**src/verilog/dshp_pkg.sv**
```systemverilog
// Purpose: shared constants and types for the servo position and motion block
// Assumes: one clock, positions and velocities in encoder counts
// Notes:   velocity is counts per 2^VEL_FRAC_BITS clock cycles
package dshp_pkg;

    // ------------------------------------------------------------
    // widths and reset values
    // ------------------------------------------------------------
    localparam int POS_W          = 32;
    localparam int VEL_W          = 24;
    localparam int VEL_FRAC_BITS  = 16;
    localparam logic [31:0] POS_RST = 32'h0000_0000;
    localparam logic [23:0] VEL_RST = 24'h00_0000;

    // rotary wrap default: counts for one full turn of 360 degrees
    localparam logic [31:0] REV_COUNTS_DEF = 32'h0000_0E10;

    // motion sequencer states
    typedef enum logic [5:0] {
        DSHP_IDLE   = 6'h01,
        DSHP_ACCEL  = 6'h02,
        DSHP_CRUISE = 6'h04,
        DSHP_DECEL  = 6'h08,
        DSHP_SEEK   = 6'h10,
        DSHP_OFFSET = 6'h20
    } dshp_state_type;

endpackage : dshp_pkg

```
**src/verilog/dshp_cnt_if.sv**
```systemverilog
// Purpose: carrier between the sequencer and the position counter
// Assumes: single clock domain
// Notes:   step and dir come from the encoder inputs, clear from the sequencer
`timescale 1ns/1ps
interface dshp_cnt_if;
    logic                          step;
    logic                          dir_pos;
    logic                          clear;
    logic [dshp_pkg::POS_W-1:0]    count;

    modport master (output step, output dir_pos, output clear, input count);
    modport counter (input step, input dir_pos, input clear, output count);
endinterface : dshp_cnt_if

```
**src/verilog/dshp_pos_counter.sv**
```systemverilog
// Purpose: net encoder count for one motor
// Assumes: reset already synchronised by the top
// Notes:   clear has priority over a step in the same cycle
`timescale 1ns/1ps
module dshp_pos_counter (
    // clock and reset
    input  wire logic        mclk,
    input  wire logic        rst_n,
    // counter carrier
    dshp_cnt_if.counter      cif
);
    import dshp_pkg::*;

    logic [POS_W-1:0] count_r;
    logic [POS_W-1:0] count_nxt;

    // up or down by one per encoder step
    assign count_nxt = cif.clear ? POS_RST :
                       !cif.step ? count_r :
                       cif.dir_pos ? count_r + 1'b1 : count_r - 1'b1;
    assign cif.count = count_r;

    // power-up value is zero, no datum known yet
    always_ff @(posedge mclk or negedge rst_n) begin
        if (!rst_n) count_r <= POS_RST;
        else        count_r <= count_nxt;
    end
endmodule : dshp_pos_counter

```
**src/verilog/dshp_servo_top.sv**
```systemverilog
// Purpose: position keeping and trapezoidal motion sequencing, one axis
// Assumes: encoder step/dir pulses and switches synchronous to mclk
// Notes:   commands are one-cycle pulses; distances in encoder counts
//
// Summary of operation
// - every position counter reads zero after power-up reset.
// - counter tracks net encoder counts, up or down by direction.
// - current counter value is presented on request as the position report.
// - homing drives negative to the limit, then positive by zero offset.
// - counter cleared to zero on arrival at home.
// - active negative limit stops negative-direction motion on a linear stage.
// - negative limit is the datum the homing search looks for.
// - moves ramp at programmed acceleration, capped at programmed maximum velocity.
// - near target, decelerate at the same rate for a controlled arrival.
// - positive move goes from smaller to larger position, negative reverse.
// - rotary stage: switch only a datum, motion passes through it.
// - immediate stop halts the move at once, no ramp.
// - profiled stop decelerates the move to rest along the profile.
// - rotary position report wraps into 0 to 360 degrees from home.
`timescale 1ns/1ps
module dshp_servo_top #(
    parameter int POS_W = dshp_pkg::POS_W,
    parameter int VEL_W = dshp_pkg::VEL_W
) (
    // clock and reset
    input  wire logic                         mclk,
    input  wire logic                         arst_n,
    // move and stop commands
    input  wire logic                         move_cmd,
    input  wire logic [dshp_pkg::POS_W-1:0]   move_dist,
    input  wire logic                         move_neg,
    input  wire logic                         datum_seek_cmd,
    input  wire logic                         halt_now_cmd,
    input  wire logic                         ramped_halt_cmd,
    // profile settings
    input  wire logic [dshp_pkg::VEL_W-1:0]   accel,
    input  wire logic [dshp_pkg::VEL_W-1:0]   max_vel,
    input  wire logic [dshp_pkg::VEL_W-1:0]   home_vel,
    input  wire logic [dshp_pkg::POS_W-1:0]   zero_offset,
    input  wire logic [dshp_pkg::POS_W-1:0]   rev_counts,
    // stage configuration and switches
    input  wire logic                         rotary_stage,
    input  wire logic                         pos_lim_fitted,
    input  wire logic                         neg_lim,
    input  wire logic                         pos_lim,
    // encoder feedback
    input  wire logic                         enc_step,
    input  wire logic                         enc_dir_pos,
    // position report
    input  wire logic                         pos_req,
    output logic                              pos_valid,
    output logic [dshp_pkg::POS_W-1:0]        pos_report,
    // motor demand and status
    output logic [dshp_pkg::VEL_W-1:0]        vel_cmd,
    output logic                              dir_pos_out,
    output logic                              busy,
    output logic                              homed
);
    import dshp_pkg::*;

    // ------------------------------------------------------------
    // reset release
    // ------------------------------------------------------------
    logic rst_s1_r;
    logic rst_n_r;

    // assert at once, release after two edges
    always_ff @(posedge mclk or negedge arst_n) begin
        if (!arst_n) begin
            rst_s1_r <= 1'b0;
            rst_n_r  <= 1'b0;
        end else begin
            rst_s1_r <= 1'b1;
            rst_n_r  <= rst_s1_r;
        end
    end

    // ------------------------------------------------------------
    // position counter
    // ------------------------------------------------------------
    dshp_cnt_if cif ();
    dshp_pos_counter u_cnt (
        .mclk  (mclk),
        .rst_n (rst_n_r),
        .cif   (cif)
    );

    dshp_state_type   state_r;
    dshp_state_type   state_nxt;
    logic [VEL_W-1:0] vel_r;
    logic [VEL_W-1:0] vel_nxt;
    logic [POS_W-1:0] remain_r;
    logic [POS_W-1:0] remain_nxt;
    logic [POS_W-1:0] brake_r;
    logic [POS_W-1:0] brake_nxt;
    logic [VEL_FRAC_BITS-1:0] frac_r;
    logic             dir_r;
    logic             dir_nxt;
    logic             homed_r;
    logic             homed_nxt;

    assign cif.step    = enc_step;
    assign cif.dir_pos = enc_dir_pos;
    assign cif.clear   = (state_r == DSHP_OFFSET) && (remain_r == '0);

    // ------------------------------------------------------------
    // decode of stop conditions
    // ------------------------------------------------------------
    wire moving    = (state_r != DSHP_IDLE);
    // rotary stages ignore the switch as a stop and pass through it
    wire neg_block = neg_lim && !rotary_stage && !dir_r && moving;
    wire pos_block = pos_lim && pos_lim_fitted && !rotary_stage
                     && dir_r && moving;
    wire hard_stop = halt_now_cmd || neg_block || pos_block;
    wire seek_hit  = (state_r == DSHP_SEEK) && neg_lim;
    // one bit wider so a large step cannot wrap past the ceiling
    wire [VEL_W:0]   vel_sum  = {1'b0, vel_r} + {1'b0, accel};
    wire [VEL_W-1:0] vel_up   = (vel_sum > {1'b0, max_vel}) ? max_vel
                                                            : vel_sum[VEL_W-1:0];
    // floor at one ramp step so the final creep still ends in bounded time
    wire [VEL_W-1:0] vel_down = (vel_r > accel) ? VEL_W'(vel_r - accel) : accel;
    // braking distance mirrors the ramp-up distance; brake_r holds sub-count
    // units, so the estimate only holds up to 2^16 counts of ramp travel
    wire [POS_W-1:0] brake_add = POS_W'(vel_up);
    wire [POS_W-1:0] brake_cnt = POS_W'(brake_r >> VEL_FRAC_BITS) + 1'b1;
    wire [VEL_FRAC_BITS:0] frac_sum = {1'b0, frac_r} + {1'b0, vel_r[VEL_FRAC_BITS-1:0]};
    wire [POS_W-1:0] adv = POS_W'(vel_r >> VEL_FRAC_BITS) + POS_W'(frac_sum[VEL_FRAC_BITS]);
    wire [POS_W-1:0] remain_adv = (remain_r > adv) ? remain_r - adv : '0;
    wire near_end  = (remain_r <= brake_cnt);

    // ------------------------------------------------------------
    // motion sequencer
    // ------------------------------------------------------------
    always_comb begin
        state_nxt  = state_r;
        vel_nxt    = vel_r;
        remain_nxt = remain_r;
        brake_nxt  = brake_r;
        dir_nxt    = dir_r;
        homed_nxt  = homed_r;
        unique case (state_r)
            DSHP_IDLE: begin
                vel_nxt   = VEL_RST;
                brake_nxt = '0;
                if (datum_seek_cmd) begin
                    state_nxt = DSHP_SEEK;
                    dir_nxt   = 1'b0;
                    homed_nxt = 1'b0;
                    vel_nxt   = home_vel;
                end else if (move_cmd && move_dist != '0) begin
                    state_nxt  = DSHP_ACCEL;
                    dir_nxt    = !move_neg;
                    remain_nxt = move_dist;
                end
            end
            DSHP_ACCEL, DSHP_CRUISE: begin
                remain_nxt = remain_adv;
                if (ramped_halt_cmd || near_end) begin
                    state_nxt = DSHP_DECEL;
                    if (ramped_halt_cmd) remain_nxt = brake_cnt;
                end else if (state_r == DSHP_ACCEL) begin
                    vel_nxt   = vel_up;
                    brake_nxt = brake_r + brake_add;
                    if (vel_up == max_vel) state_nxt = DSHP_CRUISE;
                end
            end
            DSHP_DECEL: begin
                remain_nxt = remain_adv;
                vel_nxt    = vel_down;
                if (remain_adv == '0) begin
                    state_nxt = DSHP_IDLE;
                    vel_nxt   = VEL_RST;                           // no creep past target
                end
            end
            DSHP_SEEK: begin
                if (seek_hit) begin
                    state_nxt  = DSHP_OFFSET;
                    dir_nxt    = 1'b1;
                    remain_nxt = zero_offset;
                end
            end
            DSHP_OFFSET: begin
                remain_nxt = remain_adv;
                if (remain_r == '0) begin
                    state_nxt = DSHP_IDLE;
                    vel_nxt   = VEL_RST;                           // stand still at datum
                    homed_nxt = 1'b1;
                end
            end
        endcase
        // immediate halt; the seek itself expects the negative limit
        if (hard_stop && !(state_r == DSHP_SEEK && !halt_now_cmd)
            && !(state_r == DSHP_OFFSET && !halt_now_cmd)) begin
            state_nxt = DSHP_IDLE;
            vel_nxt   = VEL_RST;
        end
    end

    // sequencer registers
    always_ff @(posedge mclk or negedge rst_n_r) begin
        if (!rst_n_r) begin
            state_r  <= DSHP_IDLE;
            vel_r    <= VEL_RST;
            remain_r <= POS_RST;
            brake_r  <= POS_RST;
            dir_r    <= 1'b1;
            homed_r  <= 1'b0;
        end else begin
            state_r  <= state_nxt;
            vel_r    <= vel_nxt;
            remain_r <= remain_nxt;
            brake_r  <= brake_nxt;
            dir_r    <= dir_nxt;
            homed_r  <= homed_nxt;
        end
    end

    // fractional accumulator for sub-count velocity
    always_ff @(posedge mclk or negedge rst_n_r) begin
        if (!rst_n_r) frac_r <= '0;
        else          frac_r <= moving ? frac_sum[VEL_FRAC_BITS-1:0] : '0;
    end

    // ------------------------------------------------------------
    // position report
    // ------------------------------------------------------------
    // negative counts fold up by one turn; assumes position within one turn
    wire [POS_W-1:0] cnt_now  = cif.count;
    wire [POS_W-1:0] wrap_neg = cnt_now + rev_counts;
    wire [POS_W-1:0] wrap_pos = (cnt_now >= rev_counts) ? cnt_now - rev_counts : cnt_now;
    wire [POS_W-1:0] rot_pos  = cnt_now[POS_W-1] ? wrap_neg : wrap_pos;
    logic [POS_W-1:0] pos_report_r;
    logic             pos_valid_r;

    // report registered one cycle after the request
    always_ff @(posedge mclk or negedge rst_n_r) begin
        if (!rst_n_r) begin
            pos_report_r <= POS_RST;
            pos_valid_r  <= 1'b0;
        end else begin
            pos_valid_r  <= pos_req;
            if (pos_req) pos_report_r <= rotary_stage ? rot_pos : cnt_now;
        end
    end

    assign pos_valid   = pos_valid_r;
    assign pos_report  = pos_report_r;
    assign vel_cmd     = vel_r;
    assign dir_pos_out = dir_r;
    assign busy        = moving;
    assign homed       = homed_r;

endmodule : dshp_servo_top

```
**config.mk**
```make
export PLATFORM = sky130hd
export DESIGN_NAME = dshp_servo_top
export DESIGN_NICKNAME = d
export VERILOG_FILES = /design/src/verilog/dshp_pkg.sv /design/src/verilog/dshp_cnt_if.sv /design/src/verilog/dshp_pos_counter.sv /design/src/verilog/dshp_servo_top.sv
export SDC_FILE = /design/constraint.sdc
export NUM_CORES = 1
export LEC_CHECK = 0
export BUFFER_PORTS_ARGS = -buffer_cell sky130_fd_sc_hd__buf_2
export CORE_UTILIZATION = 40
export DETAILED_ROUTE_END_ITERATION = 10
export PLACE_DENSITY = 0.55
export SYNTH_ARGS = -nofsm -noshare
export SYNTH_HDL_FRONTEND = slang
export SYNTH_SLANG_ARGS = --single-unit
```
**constraint.sdc**
```tcl
create_clock -name mclk -period 6.15 [get_ports mclk]
set_input_delay 0.615 -clock mclk [delete_from_list [all_inputs] [get_ports mclk]]
set_output_delay 0.615 -clock mclk [all_outputs]
set_load 0.02 [all_outputs]
```
==> results.txt <==
----------------------------------------------------
[CTS]
  CTS clock-pin slew for the worst setup and hold paths ... 80 ps
  Clock root buffer ... clkbuf_16
  TritonCTS buffer count ... 17
  Latest clock arrival within the worst-skew pair ... 500 ps
  TritonCTS Sinks ... 179
  Maximum root-to-sink buffer count ... 2
  H-tree Lvls ... 4
  CTS tree ... done

[Floorplanning]
  Placeable core region ... 51,500 µm²
  Floorplan row count ... 83
  Number of placed I/O pins ... 242
  Total Die Area ... 53,200 µm²
  Effective utilization at floorplan ... 40.6%
  Die H ... 231 µm
  Die Span X ... 231 µm

[Worst setup path]
  Start-to-end type of the worst setup path ... register to register
  Signal arrival time at the worst endpoint ... 6920 ps
  Most numerous cell on the critical path ... a21o_1
  Endpoint kind of the worst setup timing path ... register
  Kind of launch point of the worst setup path ... register
  Maximum net fanout on the critical path ... 7
  Crit path max-delay cell type ... dfrtp_2
  Data required time of the critical path ... 6530 ps
  Slowest cell delay on critical path ... 410 ps

[STA]
  Maximum operating frequency ... 153 MHz
  Setup violation total in the final timing report ... 43
  Number of hold-slack violations in the final timing report ... 0
  Worst clock skew ... 15.7 ps
  Minimum setup slack in the final design ... -397 ps
  Final cycle utilization of the critical path ... 106%
  Min cycle time layout ... 6550 ps
  Max transition margin ... 30.7%
  Setup repair after global routing missed its margin ... true
  Number of pins with negative max-slew slack in the final report ... 0
  Actual transition at the worst max-transition pin ... 1040 ps
  Accumulated negative setup slack ... -9270 ps

[Synthesis]
  Area contributors post-synth ... dfrtp_1 21%, ha_1 14%, a21oi_1 6.7%
  Area leader, netlist ... dfrtp_1
  Average footprint of a synthesized cell ... 7.62 µm²
  Most used standard cell by instance count after synthesis ... nor2_1
  Fraction of the yosys area taken by sequential cells ... 21.4%
  Synthesized instance count ... 2,746
  Top flip-flop cell by instance count after synthesis ... dfrtp_1
  Synthesized netlist net count ... 3,171
  Netlist Area Pre-Place ... 20,900 µm²
  EDFF count, synth ... 0
  Yosys cell types ... 102
  Proportion of synthesized flip-flops having asynchronous set or reset ... 100%
  Synthesis warning total ... 0
  Post-synth top area share ... 21.2%
  Post-synthesis sequential element count ... 179
  Commonest cells in the synthesized netlist ... 314 x nor2_1, 280 x a21oi_1, 235 x ha_1, 192 x o21ai_0, 178 x nand2_1

[Placed design]
  Routability-driven placement congestion ratio ... 0.941
  DP HPWL ... 60,800 µm
  Cell area after placement ... 25,100 µm²
  Total of buffers placed on input and output ports ... 241
  Worst slack at placement ... -966 ps

[Drt]
  Post-detailed-route count of antenna-violating nets ... 0
  Detailed-route wire length ... 78,500 µm
  Per-cell via count in the routed design ... 5.75
  Total iterations of the first detailed-routing run ... 6
  Number of violations reported at the end of detailed-routing iteration 0 ... 1,577
  Post-route DRC violation count ... 0
  Wire length per cell after detailed routing ... 19.8 µm
  Total number of vias ... 22,803

[Job]
  Maximum Capacitance Violations ... 0

[Run status]
  Failing checks ... setup timing
  Run status ... finished with violations

[Global routing]
  Vias in the first global route ... 22,139
  Number of antenna violations at the first check in global routing ... 1
  Pin count of the biggest net entering global routing ... 55
  Wire length of the first global-routing pass ... 122,000 µm
  GR Overflow Total ... 0
  Overall Global Routing Usage ... 29.2%

[Pwr]
  Maximum ir drop on the vdd rail ... 291 µV
  Leakage ... 0.0129 µW
  Total chip power ... 17,500 µW
  Total power per unit cell area ... 636 nW/µm²

[Final layout]
  Share of post-route cells with drive strength above 1 ... 28.1%
  Area grow syn2layout ... 31.7%
  Net total in the final layout ... 3,695
  Fin util ... 53.5%
  Post-route cell area ... 27,500 µm²

[Hold path]
  Class of the tightest hold or removal check ... register to async pin

----------------------------------------------------
==> repair_timing <==
item / in CTS / in global routing
setup endpoints to repair: 67 / 71
endpoints found under the hold margin: 2 / 0
setup buffers: 48 / 20
resized for setup: 138 / 110
hold buffers: 1 / 0
pin swaps: 77 / 71
cloned: 3 / 1
==> where the power goes <==
part	switching [µW]	total, µW	leakage [µW]	internal [µW]
Clock	550	1160	0.000267	611
Sequential	652	2360	0.00221	1710
Combinational	7430	14000	0.0104	6550
Total	8630	17500	0.0129	8870
==> worst max-delay path: cells and delay by family (launching register included) <==
family / cells / cell delay [ps]
buf+inv: 9 / 1110
xor+xnor: 2 / 360
flops: 1 / 410
fa+ha+maj: 4 / 860
compound gates: 19 / 3340
simple gates: 4 / 340
==> final cells by class <==
type | instances | area [µm²]
fill | 4975 | 24000
multi-input combinational | 2247 | 16500
timing repair buffer | 648 | 4490
sequential | 179 | 4490
tap | 680 | 851
inverter | 177 | 664
clock buffer | 21 | 450
clock inverter | 11 | 129
antenna | 2 | 5.00
==> flip-flops by register name (all words and copies together) (netlist names), 6 cells and up <==
| signal | count |
|---|---|
| brake_r | 32 |
| frac_r | 16 |
| pos_report | 32 |
| remain_r | 32 |
| state_r | 6 |
| u_cnt.cif.count | 32 |
| vel_cmd | 24 |
==> through the flow <==
| stage | hold slack (ps) | std cells |
|---|---|---|
| after floorplan | 319 | 2746 |
| after global placement | 282 | 3861 |
| after detailed placement | 283 | 3861 |
| after CTS | 299 | 3945 |
| after global routing | 315 | 3964 |
| final | 277 | 3965 |
==> per-layer routing <==
metal | global-route usage, % | wire length [µm] | vias up
met4 | 9.31 | 1720 | 0
met5 | 0 | 0 | -
met3 | 4.10 | 4420 | 92
met1 | 40.0 | 36300 | 10929
li1 | - | - | 11017
met2 | 47.1 | 36100 | 765
==> placed cells by master, fill, tap and decap left out, types with 14 or more instances in the layout <==
cell / netlist / routed
nor4_1: 26 / 24
nor2_2: 2 / 15
nand2_1: 178 / 173
or3_1: 28 / 26
o21ai_1: 15 / 24
nor2_1: 314 / 294
o21bai_1: 23 / 23
o211ai_1: 17 / 17
nand2b_1: 28 / 26
a21o_1: 65 / 65
xnor2_1: 129 / 119
o31ai_1: 23 / 20
o21a_1: 26 / 26
dfrtp_1: 177 / 174
nand4_1: 31 / 31
o22ai_1: 24 / 23
clkbuf_16: 0 / 18
a21oi_2: 3 / 39
nor2b_1: 33 / 32
buf_2: 24 / 241
and3_1: 31 / 30
ha_1: 235 / 218
buf_4: 3 / 380
xor2_1: 46 / 46
mux2i_1: 27 / 26
a21oi_1: 280 / 238
nand3_1: 74 / 69
a211oi_1: 31 / 20
a221oi_1: 31 / 18
a31oi_1: 32 / 29
inv_1: 172 / 171
buf_6: 0 / 14
o21ai_0: 192 / 173
nor3_1: 69 / 63
==> cells by family after synthesis <==
group | after synthesis | share of synthesized area (%)
AOI/OAI and AO/OA | 916 | 28.5
xor gates and xnor gates | 179 | 7.76
adders and majority gates | 243 | 14.8
buffers and inverters | 320 | 5.94
DFF | 179 | 21.4
muxes | 36 | 1.81
other | 1 | 0.0179
and+or+nand+nor | 872 | 19.7
==> path summary, 6_finish.rpt <==
path / endpoint / slack (ps) / cells after the start / from
setup reg to reg: brake_r[29] / -400 / 38 / vel_cmd[0]
hold / removal: remain_r[30] / 280 / 0 / rst_n_r
hold reg to reg: remain_r[30] / 280 / 0 / rst_n_r
setup / recovery: brake_r[29] / -400 / 38 / vel_cmd[0]
min in group mclk: rst_n_r / 350 / 0 / rst_s1_r
max in group asynchronous: pos_report[0] / 4200 / 2 / rst_n_r
(Power assumes the default switching activity.)
